File: config.mk
export PLATFORM = sky130hd
export DESIGN_NAME = ptmr_top
export DESIGN_NICKNAME = d
export VERILOG_FILES = /design/src/logic/ptmr_pkg.sv /design/src/logic/ptmr_sync.sv /design/src/logic/ptmr_top.sv
export SDC_FILE = /design/constraint.sdc
export NUM_CORES = 1
export LEC_CHECK = 0
export BUFFER_PORTS_ARGS = -buffer_cell sky130_fd_sc_hd__buf_2
export CAP_MARGIN = 10
export CELL_PAD_IN_SITES_DETAIL_PLACEMENT = 0
export CELL_PAD_IN_SITES_GLOBAL_PLACEMENT = 2
export CORE_ASPECT_RATIO = 0.5
export CORE_MARGIN = 3
export CORE_UTILIZATION = 35
export CTS_CLUSTER_SIZE = 28
export DETAILED_ROUTE_END_ITERATION = 16
export GPL_TIMING_DRIVEN = 0
export HOLD_SLACK_MARGIN = 0.1
export PLACE_DENSITY = 0.86
export SLEW_MARGIN = 20
export SYNTH_ARGS = -nofsm -noshare
export SYNTH_HDL_FRONTEND = slang
export SYNTH_SLANG_ARGS = --single-unit
File: constraint.sdc
create_clock -name ref_clk -period 3.2 [get_ports ref_clk]
set_clock_uncertainty 0.1 [all_clocks]
set_input_delay 0.64 -clock ref_clk [delete_from_list [all_inputs] [get_ports ref_clk]]
set_output_delay 0.64 -clock ref_clk [all_outputs]
set_load 0.03 [all_outputs]
File: src/logic/ptmr_pkg.sv
// package: register map, fields, modes and timing constants of the prescaled timer
`default_nettype none
package ptmr_pkg;
  // =========================================================
  // register offsets (byte addresses, one word each)
  localparam logic [3:0] PTMR_OFS_MODE = 4'h0; // timer_mode_control
  localparam logic [3:0] PTMR_OFS_PRE = 4'h4; // prescaler_register
  localparam logic [3:0] PTMR_OFS_TMR = 4'h8; // timer register
  localparam logic [3:0] PTMR_OFS_PIN = 4'hc; // serial_pin_control (input_pin_select, source)
  localparam logic [3:0] PTMR_OFS_IRQ = 4'h0; // status word index base for irq flags
  localparam logic [3:0] PTMR_OFS_STAT = 4'h0;
  // =========================================================
  // mode control field positions
  localparam int PTMR_B_MOD0 = 0;
  localparam int PTMR_B_MOD1 = 1;
  localparam int PTMR_B_EDGE = 3;
  localparam int PTMR_B_START = 7;
  localparam int PTMR_B_INVOUT = 2;
  localparam int PTMR_B_MOD2 = 4;
  localparam int PTMR_B_MEDGE = 5;
  localparam int PTMR_B_UNDF = 6;
  // pin control field positions
  localparam int PTMR_B_PINSEL = 0;
  localparam int PTMR_B_SRC0 = 1;
  localparam int PTMR_B_UIRQ = 4;
  localparam int PTMR_B_XIRQ = 5;
  // reset values
  localparam logic [7:0] PTMR_RST_MODE = 8'h00;
  localparam logic [7:0] PTMR_RST_CNT = 8'hff;
  localparam logic [7:0] PTMR_RST_PIN = 8'h00;
  // =========================================================
  // count source divider: clock_div1, clock_div2, clock_div8, ring_osc_clock stand-in
  localparam int PTMR_DIV_RING = 16;
  localparam logic [31:0] PTMR_BUS_WAIT = 32'h1;
  typedef enum logic [1:0] {
    PTMR_TIMER = 2'b00,
    PTMR_PULSE = 2'b01,
    PTMR_EVENT = 2'b10,
    PTMR_WIDTH = 2'b11
  } ptmr_mode_e;
  // pending write pipeline for writes while counting
  typedef enum logic [1:0] {
    PTMR_WR_IDLE = 2'b00,
    PTMR_WR_RELOAD = 2'b01,
    PTMR_WR_XFER = 2'b10,
    PTMR_WR_RESUME = 2'b11
  } ptmr_wr_e;
  // avalon request bundle
  typedef struct packed {
    logic read;
    logic write;
    logic [3:0] address;
    logic [7:0] writedata;
  } ptmr_req_s;
  // one reload/counter pair
  typedef struct packed {
    logic [7:0] reload;
    logic [7:0] count;
  } ptmr_cnt_s;
endpackage : ptmr_pkg
`default_nettype wire

File: src/logic/ptmr_sync.sv
// three flop synchroniser with agreement filter for pin inputs
`default_nettype none
module ptmr_sync
  import ptmr_pkg::*;
(
  // clock and reset
  input wire logic ref_clk,
  input wire logic arst_n,
  // pin side
  input wire logic pin_in,
  // filtered level
  output logic level
);
  logic s1_r;
  logic s2_r;
  logic s3_r;
  logic level_r;
  // =========================================================
  // chain: first flop is read by the second only
  always_ff @(posedge ref_clk or negedge arst_n) begin
    if (!arst_n) begin
      s1_r <= 1'b0;
      s2_r <= 1'b0;
      s3_r <= 1'b0;
      level_r <= 1'b0;
    end else begin
      s1_r <= pin_in;
      s2_r <= s1_r;
      s3_r <= s2_r;
      if (s2_r == s3_r) level_r <= s3_r; // change counts once two and three agree
    end
  end
  assign level = level_r;
endmodule // ptmr_sync
`default_nettype wire

File: src/logic/ptmr_top.sv
// prescaled 8-bit timer: timer, pulse output, event counter, pulse width modes
//
// The register offsets and the Avalon-MM register port are this design's own decisions.
`default_nettype none
//
// Contract
// - eight-bit down timer behind eight-bit prescaler, each reload register plus counter
// - edge polarity bit zero picks rising edge, one picks falling edge
// - pulse output mode counts internal source, toggles primary output at underflow
// - counter decrements, reloads at underflow and keeps counting
// - overall division is one over (prescaler+1)(timer+1)
// - start flag one runs counting, zero stops it, in every mode
// - timer interrupt request on each timer underflow in all modes
// - reads of timer and prescaler return live counts
// - write while stopped loads both reload register and counter
// - write while counting: reload at next input, counter at second, resume third
// - edge polarity bit sets output level when pulse output starts
// - writing timer register returns output to its starting level
// - inverted output bit drives secondary pin with inverse, else pin stays gpio
// - event mode decrements on selected active edge of external input
// - pin select bit picks external input pin a or b
// - width mode counts only while input high, or only while low
// - width mode raises external interrupt on edge ending measurement
// - rewriting edge polarity may set external interrupt flag
// - timer mode uses edge polarity only for external interrupt polarity
module ptmr_top
  import ptmr_pkg::*;
#(
  parameter int DATA_W = 8
) (
  // clock and reset
  input wire logic ref_clk,
  input wire logic arst_n,
  // avalon-mm slave
  input wire logic [3:0] avs_address,
  input wire logic avs_read,
  input wire logic avs_write,
  input wire logic [31:0] avs_writedata,
  output logic [31:0] avs_readdata,
  output logic avs_waitrequest,
  // pins
  input wire logic timer_input_pin_a,
  input wire logic timer_input_pin_b,
  output logic pulse_out,
  output logic pulse_out_oe,
  output logic timer_io_pin_out,
  output logic timer_io_pin_oe,
  // interrupt requests
  output logic timer_irq,
  output logic external_input_interrupt
);
  // =========================================================
  // registers
  logic [7:0] mode_r;
  logic [7:0] pin_r;
  ptmr_cnt_s pre_r;
  ptmr_cnt_s tmr_r;
  logic [7:0] pre_wr_r;
  logic [7:0] tmr_wr_r;
  logic pre_pend_r;
  logic tmr_pend_r;
  ptmr_wr_e wr_st_r;
  logic out_r;
  logic uirq_r;
  logic xirq_r;
  logic [3:0] div_r;
  logic in_prev_r;
  logic ack_r;
  logic [31:0] rdata_r;
  ptmr_req_s req;
  // =========================================================
  // field decode
  ptmr_mode_e mode;
  logic start;
  logic edge_pol;
  logic inv_en;
  logic in_lvl;
  logic in_a;
  logic in_b;
  logic src_tick;
  logic in_rise;
  logic in_fall;
  logic act_edge;
  logic end_edge;
  logic cnt_tick;
  logic pre_unf;
  logic tmr_unf;
  logic wr_hit;
  logic wr_mode;
  logic wr_pre;
  logic wr_tmr;
  logic wr_pin;
  logic running;
  logic bus_req;
  logic wr_cnt;
  logic rd_take;
  logic [7:0] rd_byte;
  logic [7:0] pre_dec_nxt;
  logic [7:0] tmr_dec_nxt;
  logic out_home;
  logic uirq_clr;
  logic xirq_clr;
  logic xirq_set;
  assign req = '{read: avs_read, write: avs_write, address: avs_address, writedata: avs_writedata[7:0]};
  assign mode = ptmr_mode_e'({mode_r[PTMR_B_MOD1], mode_r[PTMR_B_MOD0]});
  assign start = mode_r[PTMR_B_START];
  assign edge_pol = mode_r[PTMR_B_EDGE];
  assign inv_en = mode_r[PTMR_B_INVOUT];
  // =========================================================
  // input pin synchronisers and selection
  ptmr_sync u_sync_a (
    .ref_clk(ref_clk),
    .arst_n(arst_n),
    .pin_in(timer_input_pin_a),
    .level(in_a)
  );
  ptmr_sync u_sync_b (
    .ref_clk(ref_clk),
    .arst_n(arst_n),
    .pin_in(timer_input_pin_b),
    .level(in_b)
  );
  // selected input, already synchronised
  assign in_lvl = pin_r[PTMR_B_PINSEL] ? in_b : in_a;
  assign in_rise = in_lvl & ~in_prev_r;
  assign in_fall = ~in_lvl & in_prev_r;
  assign act_edge = edge_pol ? in_fall : in_rise;
  // measurement ends when the counted level goes away
  assign end_edge = edge_pol ? in_rise : in_fall;
  // =========================================================
  // internal count source from divider, selected by pin_r bits
  function automatic logic src_sel(input logic [1:0] sel, input logic [3:0] div);
    case (sel)
      2'b00: src_sel = 1'b1;
      2'b01: src_sel = div[0];
      2'b10: src_sel = (div[2:0] == 3'h7);
      default: src_sel = (div == 4'hf);
    endcase
  endfunction
  assign src_tick = src_sel(pin_r[PTMR_B_SRC0 +: 2], div_r);
  // count source per mode
  always_comb begin
    case (mode)
      PTMR_EVENT: cnt_tick = act_edge;
      PTMR_WIDTH: cnt_tick = src_tick & (in_lvl == ~edge_pol);
      default: cnt_tick = src_tick;
    endcase
  end
  assign running = start && (wr_st_r == PTMR_WR_IDLE);
  assign pre_unf = running && cnt_tick && (pre_r.count == 8'h00);
  assign tmr_unf = pre_unf && (tmr_r.count == 8'h00);
  // next counts while running: reload at zero, else step down
  assign pre_dec_nxt = pre_unf ? pre_r.reload : pre_r.count - 8'h01;
  assign tmr_dec_nxt = tmr_unf ? tmr_r.reload : tmr_r.count - 8'h01;
  // =========================================================
  // bus decode; a write acts in the cycle waitrequest is low
  function automatic logic at_ofs(input logic [3:0] addr, input logic [3:0] ofs);
    at_ofs = (addr == ofs);
  endfunction
  assign bus_req = req.read || req.write;
  assign wr_hit = req.write && ack_r;
  assign wr_mode = wr_hit && at_ofs(req.address, PTMR_OFS_MODE);
  assign wr_pre = wr_hit && at_ofs(req.address, PTMR_OFS_PRE);
  assign wr_tmr = wr_hit && at_ofs(req.address, PTMR_OFS_TMR);
  assign wr_pin = wr_hit && at_ofs(req.address, PTMR_OFS_PIN);
  assign wr_cnt = wr_pre || wr_tmr;
  assign rd_take = req.read && !ack_r;
  // =========================================================
  // free divider and input history
  always_ff @(posedge ref_clk or negedge arst_n) begin
    if (!arst_n) begin
      div_r <= 4'h0;
      in_prev_r <= 1'b0;
    end else begin
      div_r <= div_r + 4'h1;
      in_prev_r <= in_lvl;
    end
  end
  // =========================================================
  // mode and pin control registers
  always_ff @(posedge ref_clk or negedge arst_n) begin
    if (!arst_n) begin
      mode_r <= PTMR_RST_MODE;
      pin_r <= PTMR_RST_PIN;
    end else begin
      if (wr_mode) mode_r <= req.writedata;
      if (wr_pin) pin_r <= req.writedata;
    end
  end
  // =========================================================
  // write sequencing while counting: reload, transfer, resume
  always_ff @(posedge ref_clk or negedge arst_n) begin
    if (!arst_n) begin
      wr_st_r <= PTMR_WR_IDLE;
      pre_wr_r <= 8'h00;
      tmr_wr_r <= 8'h00;
      pre_pend_r <= 1'b0;
      tmr_pend_r <= 1'b0;
    end else begin
      if (wr_cnt && start) begin
        if (wr_pre) pre_wr_r <= req.writedata;
        if (wr_tmr) tmr_wr_r <= req.writedata;
        pre_pend_r <= pre_pend_r | wr_pre;
        tmr_pend_r <= tmr_pend_r | wr_tmr;
        wr_st_r <= PTMR_WR_RELOAD;
      end else if (!start) begin
        wr_st_r <= PTMR_WR_IDLE;
        pre_pend_r <= 1'b0;
        tmr_pend_r <= 1'b0;
      end else if (cnt_tick) begin
        case (wr_st_r)
          PTMR_WR_RELOAD: wr_st_r <= PTMR_WR_XFER;
          PTMR_WR_XFER: wr_st_r <= PTMR_WR_RESUME;
          PTMR_WR_RESUME: begin
            wr_st_r <= PTMR_WR_IDLE;
            pre_pend_r <= 1'b0;
            tmr_pend_r <= 1'b0;
          end
          default: wr_st_r <= PTMR_WR_IDLE;
        endcase
      end
    end
  end
  // =========================================================
  // prescaler and timer counters
  always_ff @(posedge ref_clk or negedge arst_n) begin
    if (!arst_n) begin
      pre_r <= '{reload: PTMR_RST_CNT, count: PTMR_RST_CNT};
      tmr_r <= '{reload: PTMR_RST_CNT, count: PTMR_RST_CNT};
    end else if (!start) begin
      if (wr_pre) pre_r <= '{reload: req.writedata, count: req.writedata};
      if (wr_tmr) tmr_r <= '{reload: req.writedata, count: req.writedata};
    end else if (wr_st_r == PTMR_WR_RELOAD && cnt_tick) begin
      if (pre_pend_r) pre_r.reload <= pre_wr_r;
      if (tmr_pend_r) tmr_r.reload <= tmr_wr_r;
    end else if (wr_st_r == PTMR_WR_XFER && cnt_tick) begin
      if (pre_pend_r) pre_r.count <= pre_r.reload;
      if (tmr_pend_r) tmr_r.count <= tmr_r.reload;
    end else if (running && cnt_tick) begin
      pre_r.count <= pre_dec_nxt;
      if (pre_unf) tmr_r.count <= tmr_dec_nxt;
    end
  end
  // =========================================================
  // pulse output level
  // home level on timer write, outside pulse mode, or mode write while stopped
  assign out_home = (mode != PTMR_PULSE) || wr_tmr || (wr_mode && !start);
  always_ff @(posedge ref_clk or negedge arst_n) begin
    if (!arst_n) begin
      out_r <= 1'b0;
    end else if (out_home) begin
      out_r <= edge_pol;
    end else if (tmr_unf) begin
      out_r <= ~out_r;
    end
  end
  // =========================================================
  // interrupt request flags; set wins over software clear
  // a zero written to a flag bit clears it, a one leaves it
  assign uirq_clr = wr_pin && !req.writedata[PTMR_B_UIRQ];
  assign xirq_clr = wr_pin && !req.writedata[PTMR_B_XIRQ];
  // end of measurement, timer-mode edge, or polarity rewrite at high input
  assign xirq_set = (mode == PTMR_WIDTH ? end_edge : (mode == PTMR_TIMER && act_edge))
    | (wr_mode && (req.writedata[PTMR_B_EDGE] != edge_pol) && in_lvl);
  always_ff @(posedge ref_clk or negedge arst_n) begin
    if (!arst_n) begin
      uirq_r <= 1'b0;
      xirq_r <= 1'b0;
    end else begin
      uirq_r <= tmr_unf | (uirq_r & ~uirq_clr);
      xirq_r <= xirq_set | (xirq_r & ~xirq_clr);
    end
  end
  // =========================================================
  // read data and one-wait-state handshake
  // read byte by address; latched once per read so it stands until the next
  assign rd_byte = at_ofs(req.address, PTMR_OFS_MODE) ? mode_r
    : at_ofs(req.address, PTMR_OFS_PRE) ? pre_r.count
    : at_ofs(req.address, PTMR_OFS_TMR) ? tmr_r.count
    : at_ofs(req.address, PTMR_OFS_PIN) ? {2'b00, xirq_r, uirq_r, 1'b0, pin_r[2:0]}
    : 8'h00;
  // acknowledge in the second cycle of every request
  always_ff @(posedge ref_clk or negedge arst_n) begin
    if (!arst_n) begin
      ack_r <= 1'b0;
      rdata_r <= 32'h0;
    end else begin
      ack_r <= bus_req && !ack_r;
      if (rd_take) rdata_r <= {24'h0, rd_byte};
    end
  end
  assign avs_waitrequest = bus_req && !ack_r;
  assign avs_readdata = rdata_r;
  // =========================================================
  // pin drivers
  assign pulse_out = out_r;
  assign pulse_out_oe = (mode == PTMR_PULSE);
  assign timer_io_pin_out = ~out_r;
  assign timer_io_pin_oe = (mode == PTMR_PULSE) && inv_en;
  assign timer_irq = uirq_r;
  assign external_input_interrupt = xirq_r;
endmodule // ptmr_top
`default_nettype wire

======== Word level (Yosys, flattened, before mapping) ========
Index checks and enable logic that the tools add are counted.
word-level totals
  bits in registers ....................... 88
  input port bits ......................... 42
  output and inout bits ................... 39
  word-level logic and storage cells ...... 158
cells by class
  $add $sub $neg .......................... 3
  equality and inequality tests ........... 28
  muxes and demuxes ....................... 40
  bitwise operators ....................... 16
  reduce and logical (&&, ||, !) cells .... 45
operators by type and width
  cell                                                                   count
  8-bit 2-to-1 mux                                                       18
  16-bit 2-to-1 mux                                                      4
  1-bit logical AND                                                      21
  8-bit logical NOT                                                      2
  8-bit by 1-bit subtractor with 8-bit output, second input constant     2
  4-bit equality test, second input constant                             3
  3-bit by 1-bit != test with 1-bit output, second input constant        4
  1-bit 2-to-1 mux                                                       11
  2-bit equality test, second input constant                             5
  2-bit by 1-bit != test with 1-bit output, second input constant        4
  2-bit by 1-bit equality test with 1-bit output, second input constant  3
  2-bit logical NOT                                                      3
  2-bit 2-to-1 mux                                                       3
  6-bit 2-to-1 mux                                                       1
  3-bit != test, second input constant                                   2
  1-bit NOT                                                              6
  2-bit AND reduction                                                    3
  3-bit AND reduction                                                    2
  2-bit nonzero test                                                     3
  1-bit AND                                                              5
  1-bit bitwise OR                                                       5
  5-bit AND reduction                                                    1
  4-bit by 1-bit adder with 4-bit output, second input constant          1
  4-bit by 3-bit equality test with 1-bit output, second input constant  1
  11 further kinds                                                       19

======== Logic depth before layout (Yosys ltp) ========
Gate-level depths: netlist of run 1.
  depth in word-level cells ............... 14
  depth in mapped cells ................... 10
  mapped depth without buffers ............ 8

======== Cells and area by module ========
Synthesis of run 1 repeated with hierarchy kept, for this count alone.
second synthesis, totals
  cells, all modules ...................... 486
  area total of the unflattened synthesis .. 4894.7 um^2
by module, submodules not included
  module     instances  cells an instance  area an instance (um^2)  seq. area each (um^2)
  ptmr_top   1          476                4672.0                   2042.0
  ptmr_sync  2          5                  111.4                    100.1

======== Worst setup path before layout of run 1 ========
No wires, ideal clock.
  path kind ............................... register to register
  start ................................... reg pre_r[0] (netlist bit)
  end ..................................... reg tmr_r[5] (netlist bit)
  setup time .............................. 83 ps
  arrival ................................. 2230 ps
  required time ........................... 3017 ps
  setup slack ............................. 787 ps
  cell stages (with the launch flop) ...... 10
  buffers on the path ..................... 1
  clock period less this slack ............ 2413 ps
  path through ............................ dfstp_2 inv_1 ha_1 or4bb_1 nor2_1 a41oi_1 a21oi_2 buf_4 nor3_1 o32a_1
on the way
  word-level cells in the longest chain between the ends .. 9
  elaborated cells on any way between the ends .. 11
  classes of those cells .................. eq/ne: 1; mux: 6; reduce/logical: 4
ends and longest elaborated chain
  item                    line             source
  start, declared         ptmr_top.sv:56   ptmr_cnt_s pre_r;
  start signal, assigned  ptmr_top.sv:228  pre_r <= '{reload: PTMR_RST_CNT, count: PTMR_RST_CNT};
  start signal, assigned  ptmr_top.sv:231  if (wr_pre) pre_r <= '{reload: req.writedata, count: req.writedata};
  8-bit logical NOT (*)   ptmr_top.sv:150  assign pre_unf = running && cnt_tick && (pre_r.count == 8'h00);
  1-bit logical AND (*)   ptmr_top.sv:150
  1-bit logical AND       ptmr_top.sv:151  assign tmr_unf = pre_unf && (tmr_r.count == 8'h00);
  8-bit 2-to-1 mux        ptmr_top.sv:154  assign tmr_dec_nxt = tmr_unf ? tmr_r.reload : tmr_r.count - 8'h01;
  8-bit 2-to-1 mux        ptmr_top.sv:241  if (pre_unf) tmr_r.count <= tmr_dec_nxt;
  8-bit 2-to-1 mux        ptmr_top.sv:239  end else if (running && cnt_tick) begin
  8-bit 2-to-1 mux        ptmr_top.sv:236  end else if (wr_st_r == PTMR_WR_XFER && cnt_tick) begin
  8-bit 2-to-1 mux        ptmr_top.sv:233  end else if (wr_st_r == PTMR_WR_RELOAD && cnt_tick) begin
  16-bit 2-to-1 mux       ptmr_top.sv:230  end else if (!start) begin
  end signal, assigned    ptmr_top.sv:229  tmr_r <= '{reload: PTMR_RST_CNT, count: PTMR_RST_CNT};
  end signal, assigned    ptmr_top.sv:232  if (wr_tmr) tmr_r <= '{reload: req.writedata, count: req.writedata};
  end, declared           ptmr_top.sv:57   ptmr_cnt_s tmr_r;
Every way passes the cells marked *; elsewhere a longest branch is shown, timed or not. The select of a mux whose other input is x is not followed.
A chain may end at the register's enable or synchronous reset.

======== Worst setup path after layout of run 1 ========
  start ................................... reg pin_r[0]
  end ..................................... reg tmr_r[14] (netlist bit)
on the way
  word-level cells in the longest chain between the ends .. 8
  elaborated cells on any way between the ends .. 11
  classes of those cells .................. eq/ne: 2; mux: 3; bitwise: 4; reduce/logical: 2
ends and longest elaborated chain
  item                                                           line             source
  start, declared                                                ptmr_top.sv:55   logic [7:0] pin_r;
  start signal, assigned                                         ptmr_top.sv:187  if (wr_pin) pin_r <= req.writedata;
  1-bit 2-to-1 mux (*)                                           ptmr_top.sv:124  assign in_lvl = pin_r[PTMR_B_PINSEL] ? in_b : in_a;
  1-bit NOT                                                      ptmr_top.sv:126  assign in_fall = ~in_lvl & in_prev_r;
  1-bit AND                                                      ptmr_top.sv:126
  1-bit 2-to-1 mux                                               ptmr_top.sv:127  assign act_edge = edge_pol ? in_fall : in_rise;
  1-bit case mux with 2 select lines (*)                         ptmr_top.sv:143  case (mode)
  1-bit logical AND (*)                                          ptmr_top.sv:233
  2-bit by 1-bit != test with 1-bit output (no source line) (*)  --
  3-bit AND reduction (no source line) (*)                       --
Every way passes the cells marked *; elsewhere a longest branch is shown, timed or not.

==> impl_results.md, run 1 <==
- Crit. End Element: flip-flop
- VDD IR max: 0.000326 V
- Xor and xnor fraction of the mapped netlist area: under 10%
- PortBufs: 31
- Antenna cells: 0
- Post-CTS setup buffer count: 0
- Resized Gates After CTS: 0
- Slew Viols, Final: 0
- CP max FO: 8
- Max clock buf depth: 2
- Setup crit start kind: flip-flop
- Hold-fix buffers, CTS: 1
- Area Growth Syn to Fin: 17.0%
- Placed cell area: between 5000 and 6000 um^2
- DR WL/cell: about 18 um
- DR pass1 iterations: 5
- Total gr overflow: 0
- Die W: approximately 170 um
- Worst-Skew Late Latency: ~0.34 ns
- Pleak: about 0.0026 uW
- DR DRC count: 0
- Main combinational cell family by area after synthesis: simple AND/OR/NAND/NOR gates
- Initial antenna violation count: 0
- Distinct cells, synth: 63
- Fmax: between 300 and 400 MHz
- Mux cell area share after synthesis: 12.0%
- Hold WC Path Type: reg2reg
- Setup violations, final: 0
- Clock Sinks: between 80 and 90
- CP arrival: 3.23 ns
- Pin slew with the least headroom to its limit: 0.830 ns
- Min cycle time layout: between 3 and 4 ns
- R2r worst-path depth: 5
- DR vias/cell: a little over 5
- Post-synth top flop: dfrtp_1
- Register area share after synthesis: 45.7%
- Clock transition at the registers of the reported paths: 0.07 ns
- Max-Cap Viols: 0
- Fin Setup TNS: 0 ns
- Non-Filler Instances: 760
- Ys Warns: 0
- Row count: 29
- First-pass GRT wire length: 21,000 um
- Initial core utilization: ~37%
- Yosys reg bits: between 80 and 90
- Routed WL: roughly 13,000 um
- Rel. slew slack: approximately 44%
- Gr usage total: ~17%
- Core area: between 10,000 and 15,000 um^2
- Syn Area/Cell: about 9.8 um^2
- Layout cells sized above 1: about 27%
- Io pins: between 80 and 90
- Vias in the first global route: ~3,600
- CTS tree: built
- Pin count of the biggest net entering global routing: between 70 and 80
- Num CTS Buffers: 9
- Hold Path Depth: 0
- Yosys top cell area share: between 20% and 30%
- Power per cell area: ~730 nW/um^2
- Mapped cell area: between 4000 and 5000 um^2
- Synth Area in Compound Gates: 13.5%
- Nets: just over 600
- Post-synth top cells: nand2_1 (85), dfrtp_1 (56), mux2_2 (38), dfstp_2 (32), nor2_1 (31)
- Final GP Congestion: just under 0.9
- Iter 0 DRT Violations: 242
- Status: finished clean
- DR vias: between 3,000 and 4,000
- Final period util: 95.6%
- Simple-gate share of the synthesized area: between 10% and 20%
- DP Wirelength: ~9700 um
- Die Area: 15,600 um^2
- RSZ-0062 raised after global routing: no
- Fin area: around 5700 um^2
- Count leader, synth: nand2_1
- Antenna Nets Post-Route: 0
- Syn Inst Count: roughly 500
- EDFF count, synth: 0
- Final Hold Viols: 0
- Worst Path Class, Setup: reg2reg
- Post-synthesis adder-cell area fraction: between 2 and 2.5%
- Fraction of registers with async set/reset: 100%
- Synth area leaders: dfrtp_1 (29%), dfstp_2 (17%), mux2_2 (8.7%)
- Synth area leader: dfrtp_1
- Clock root buffer: clkbuf_16
- Die height: approximately 90 um
- Placed Cells: 743
- Critical Path RT: around 3.4 ns
- H-tree Lvls: 3
[cells by family (layout without fill, tap and decap cells)]
logic type	count (synthesis)	count (layout)
compound gates	95	95
xor+xnor	14	14
fa+ha+maj	10	10
buf+inv	63	112
flops	88	88
mux	53	53
other cells	1	24
simple gates	178	178
[cells in the final DEF (no fill, tap or decap), types with 3 or more instances in the layout]
master	n
ha_1	8
dfstp_2	32
nor3_1	9
buf_4	25
a21oi_1	25
a41oi_1	5
o31ai_1	3
nor2_1	31
clkbuf_1	21
nor2b_1	5
inv_1	15
buf_2	31
nand2_1	85
mux2_2	38
dfrtp_1	56
nand2b_1	3
a22oi_1	5
nand3_1	8
o21ai_0	27
nor4_1	5
or3_1	5
conb_1	24
a22o_1	9
and3_1	11
clkbuf_16	9
xor2_1	5
xnor2_1	9
mux2i_1	11
[report_power, final]
part,internal (uW),switching [uW],total [uW]
clock network,689,450,1140
registers,1450,240,1690
logic,562,831,1390
[metrics by stage]
| stage | setup WS [ns] | utilization (%) | total power [uW] | hold WS, ns |
|---|---|---|---|---|
| finish | 0.141 | 43.6 | 4220 | 0.249 |
| global route | 0.0681 | 43.6 | 4470 | 0.254 |
| CTS | 0.192 | 43.6 | 4230 | 0.252 |
| detailed placement | 0.136 | 41.1 | 3080 | 0.236 |
| global placement | 0.168 | 40.9 | 3060 | 0.233 |
| floorplan | 0.787 | - | 2650 | 0.231 |
[layout make-up]
cell class / instances / area (um^2)
buffer: 48 / 283
clock buffer: 10 / 229
clock inverter: 6 / 90.1
fill: 1307 / 7420
inverter: 15 / 56.3
multi-input combinational: 374 / 2420
sequential: 88 / 2240
tap: 186 / 233
timing repair buffer: 33 / 199
[worst max-delay path, stage by stage, from the launching register on]
cell	delay, ns
dfrtp_1	0.45
mux2i_2	0.54
mux2i_2	0.69
nand2_2	0.27
a41oi_4	0.53
mux2_2	0.40
[sequential cells by signal, summed over array words and instances (netlist names), 2 cells and up]
name,flops
div_r,4
pre_wr_r,8
tmr_wr_r,8
avs_readdata,8
pre_r,16
mode_r,8
tmr_r,16
wr_st_r,2
pin_r,3
[final timing paths]
| kind | startpoint | endpoint | slack [ns] |
|---|---|---|---|
| worst max-delay path | pin_r[0] | tmr_r[14] | 0.14 |
| worst min-delay path | u_sync_b.s1_r | u_sync_b.s2_r | 0.25 |
| worst max register to register | pin_r[0] | tmr_r[14] | 0.14 |
| worst min register to register | u_sync_b.s1_r | u_sync_b.s2_r | 0.25 |
| max in group asynchronous | arst_n | pre_r[5] | 1.77 |
| min in group asynchronous | arst_n | pre_wr_r[3] | 0.58 |
[per-layer routing]
| metal | wire, um | GRT usage, % | part of all wire (%) |
|---|---|---|---|
| met1 | 6660 | 25.5 | 50 |
| met2 | 5400 | 24.9 | 40 |
| met3 | 1080 | 4.63 | 8.1 |
| met4 | 220 | 4.92 | 1.6 |
| met5 | 0 | 0 | 0 |
No activity file was read; power rests on OpenSTA's default activity.
==> run 2: changes to the inputs <==
--- a/config.mk
+++ b/config.mk
@@ -11,13 +11,14 @@
 export CELL_PAD_IN_SITES_GLOBAL_PLACEMENT = 2
 export CORE_ASPECT_RATIO = 0.5
 export CORE_MARGIN = 3
-export CORE_UTILIZATION = 35
+export CORE_UTILIZATION = 36
 export CTS_CLUSTER_SIZE = 28
 export DETAILED_ROUTE_END_ITERATION = 16
 export GPL_TIMING_DRIVEN = 0
 export HOLD_SLACK_MARGIN = 0.1
-export PLACE_DENSITY = 0.86
+export PLACE_DENSITY = 0.87
 export SLEW_MARGIN = 20
 export SYNTH_ARGS = -nofsm -noshare
 export SYNTH_HDL_FRONTEND = slang
+export SYNTH_HIERARCHICAL = 1
 export SYNTH_SLANG_ARGS = --single-unit
==> run 2 against run 1 <==
  * Synthesized cell count is 3.2% lower
  * Non-clock buffer count up 3
  * Via count is 3.1% lower
==> impl_results.md, run 2 <==
- Status: finished clean
- Power per cell area: 722 nW/um^2 (-1.7%)
- CP max FO: 8 (unchanged)
- R2R Setup Slk: 0.35 ns (+0.21 ns)
- Final period util: 89.1% (-6.5 points)
- FF-to-FF End: pre_r[8]
- Area Growth Syn to Fin: 16.3%
- Rel. slew slack: 31.4% (-13 points)
- Nets: 602 (-2.7%)
- Clock power share: 26.8% (-0.2 points)
- Syn Area/Cell: 10.1 um^2 (+3.0%)
- Hold WC Path Type: in2async
- Final GP Congestion: 0.883 (+1.1%)
- Sw power: 1510 uW (-0.73%)
- Combinational power share: 32.6% (-0.4 points)
- R2r startpoint: pin_r[0]
- Pin count of the biggest net entering global routing: 53 (-29%)
- DR DRC count: 0 (unchanged)
- Distinct cells, synth: 64 (+1.6%)
- Iter 0 DRT Violations: 388 (+60%)
- Layout cells sized above 1: 29.4% (+2.6 points)
- Internal power: 2600 uW (-3.6%)
- Num CTS Buffers: 9 (unchanged)
- Crit. End Element: flip-flop
- Tot Pwr: 4110 uW (-2.6%)
- Final Hold Viols: 0 (unchanged)
- Pin slew with the least headroom to its limit: 1.02 ns (+0.191 ns)
- DR pass1 iterations: 7 (+2)
- Fraction of registers with async set/reset: 100% (unchanged)
- Largest regs: pre_r x16, tmr_r x16
- Placed Cells: 711 (-4.3%)
- First-pass GRT wire length: 20,900 um (-0.39%)
- Critical Path RT: 3.37 ns (about the same)
- Clock Sinks: 88 (unchanged)
- DP Wirelength: 9590 um (-0.95%)
- Fin Setup TNS: 0 ns (unchanged)
- Setup crit start kind: flip-flop
- DR WL/cell: 18.0 um (+2.3%)
- Min cycle time layout: 2.85 ns (-0.207 ns)
- Syn Inst Count: 486 (-3.2%)
- Pleak: 0.00259 uW (-0.97%)
- Final core occ: 43.8% (+0.20 points)
- Clock transition at the registers of the reported paths: 0.07 ns (about the same)
- DR vias: 3,797 (-3.1%)
- EDFF count, synth: 0 (unchanged)
- Yosys top cell area share: 28.6% (+0.095 points)
- Initial antenna violation count: 1 (+1)
- Post-CTS setup buffer count: 0 (unchanged)
- Commonest non-fill, non-tap cell in the layout: nand2_1
- Initial core utilization: 37.7% (+0.40 points)
- Worst-Skew Late Latency: 0.34 ns (about the same)
- Resized Gates After CTS: 0 (unchanged)
- Sequential power share: 40.6% (+0.6 points)
- Fmax: 351 MHz (+7.3%)
- Mapped cell area: 4890 um^2 (-0.33%)
- CTS tree: built
- Gr usage total: 18.1% (+0.79 points)
- Yosys reg bits: 88 (unchanged)
- Post-synth top cells: nand2_1 (68), dfrtp_1 (56), mux2_2 (41), dfstp_2 (32), nor2_1 (30)
- WHS: 0.0891 ns (-0.160 ns)
- CP arrival: 3.02 ns (-0.21 ns)
- DR vias/cell: 5.22 (+1.3%)
- Non-Filler Instances: 727 (-4.3%)
- Ys Warns: 6 (+6)
- Total gr overflow: 0 (unchanged)
- Register area share after synthesis: 45.8% (+0.15 points)
- R2r worst-path depth: 8 (+3)
- Clock root buffer: clkbuf_16
- Antenna cells: 0 (unchanged)
- Antenna Nets Post-Route: 0 (unchanged)
- RSZ-0062 raised after global routing: no
- Worst Path Class, Setup: reg2reg
- PortBufs: 31 (unchanged)
- Hold-fix buffers, CTS: 0 (-1)
- Max clock buf depth: 2 (unchanged)
- Count leader, synth: nand2_1
- Setup violations, final: 0 (unchanged)
- Io pins: 81 (unchanged)
- VDD IR max: 0.000315 V (-3.3%)
- Die W: 171 um (-1.5%)
- Synth area leaders: dfrtp_1 (29%), dfstp_2 (17%), mux2_2 (9.4%)
- Slew Viols, Final: 0 (unchanged)
- Core area: 13,000 um^2 (-1.4%)
- H-tree Lvls: 3 (unchanged)
- Max-Cap Viols: 0 (unchanged)
- Post-synth top flop: dfrtp_1
- Row count: 29 (unchanged)
- Die Area: 15,100 um^2 (-2.9%)
- Die height: 88.5 um (-1.5%)
- Routed WL: 13,100 um (-2.2%)
- Vias in the first global route: 3,714 (+2.3%)
- Switching Fraction: 36.8% (+0.69 points)
- Synth area leader: dfrtp_1
- Commonest non-fill, non-tap cells in the layout: nand2_1 (68), dfrtp_1 (56), mux2_2 (41)
run 2: area by class of cell:
cell class	count	area, um^2
fillers	1278	7300
repair buffers	32	189
clock buffers	10	239
flip-flops and latches	88	2240
plain buffers	52	298
inverters	17	63.8
clock inverters	6	72.6
well taps	170	213
multi-input cells	352	2380
run 2: how the worst max path moves through the flow:
| stage | cells past startpoint | from | slack (ns) | end |
|---|---|---|---|---|
| final | 8 | pin_r[0] | 0.35 | pre_r[8] |
| after detailed placement | 5 | avs_address[2] | 0.14 | mode_r[5] |
| after global placement | 5 | avs_address[2] | 0.13 | mode_r[6] |
| after CTS | 8 | pin_r[0] | 0.33 | pre_r[9] |
| after global routing | 8 | pin_r[0] | 0.18 | pre_r[13] |
| after floorplan | 9 | tmr_r[1] | 0.78 | tmr_r[7] |
run 2: cell families after synthesis:
logic type               synth area share [%]
AND/OR/NAND/NOR                          14.6
AO/OA/AOI/OAI                            16.1
flip-flops                               45.8
buffers and inverters                    7.39
multiplexers                             11.5
XOR/XNOR                                 1.97
adder cells (fa/ha/maj)                  2.51
other                                  0.0766
run 2: stage by stage:
stage               cell area, um^2  setup slack (ns)
finish                         5690             0.348
floorplan                      4980             0.780
CTS                            5690             0.331
global route                   5690             0.185
global placement               5350             0.134
detailed placement             5380             0.135
run 2: layer usage:
metal	track usage (%)	routed length, um	up-vias
li1	-	-	1837
met1	26.1	6330	1848
met2	28.6	5830	101
met3	3.66	776	11
met4	3.80	129	0
met5	0	0	-
run 2: worst max-delay path, cell delays in order, from the launching register on:
cell and delay [ns]:
dfrtp_1 0.40, mux2i_1 0.40, inv_2 0.09, mux2i_1 0.27
or3_1 0.16, buf_2 0.20, nand2_2 0.13, a41oi_2 0.61
mux2_2 0.41
run 2: power groups by stage:
stage	clock network [uW]	registers, uW	logic (uW)
5_1_grt	1180	1700	1480
4_1_cts	1120	1660	1340
2_1_floorplan	0	1630	962
3_5_place_dp	0	1680	1330
3_3_place_gp	0	1670	1310
6_report	1100	1670	1340
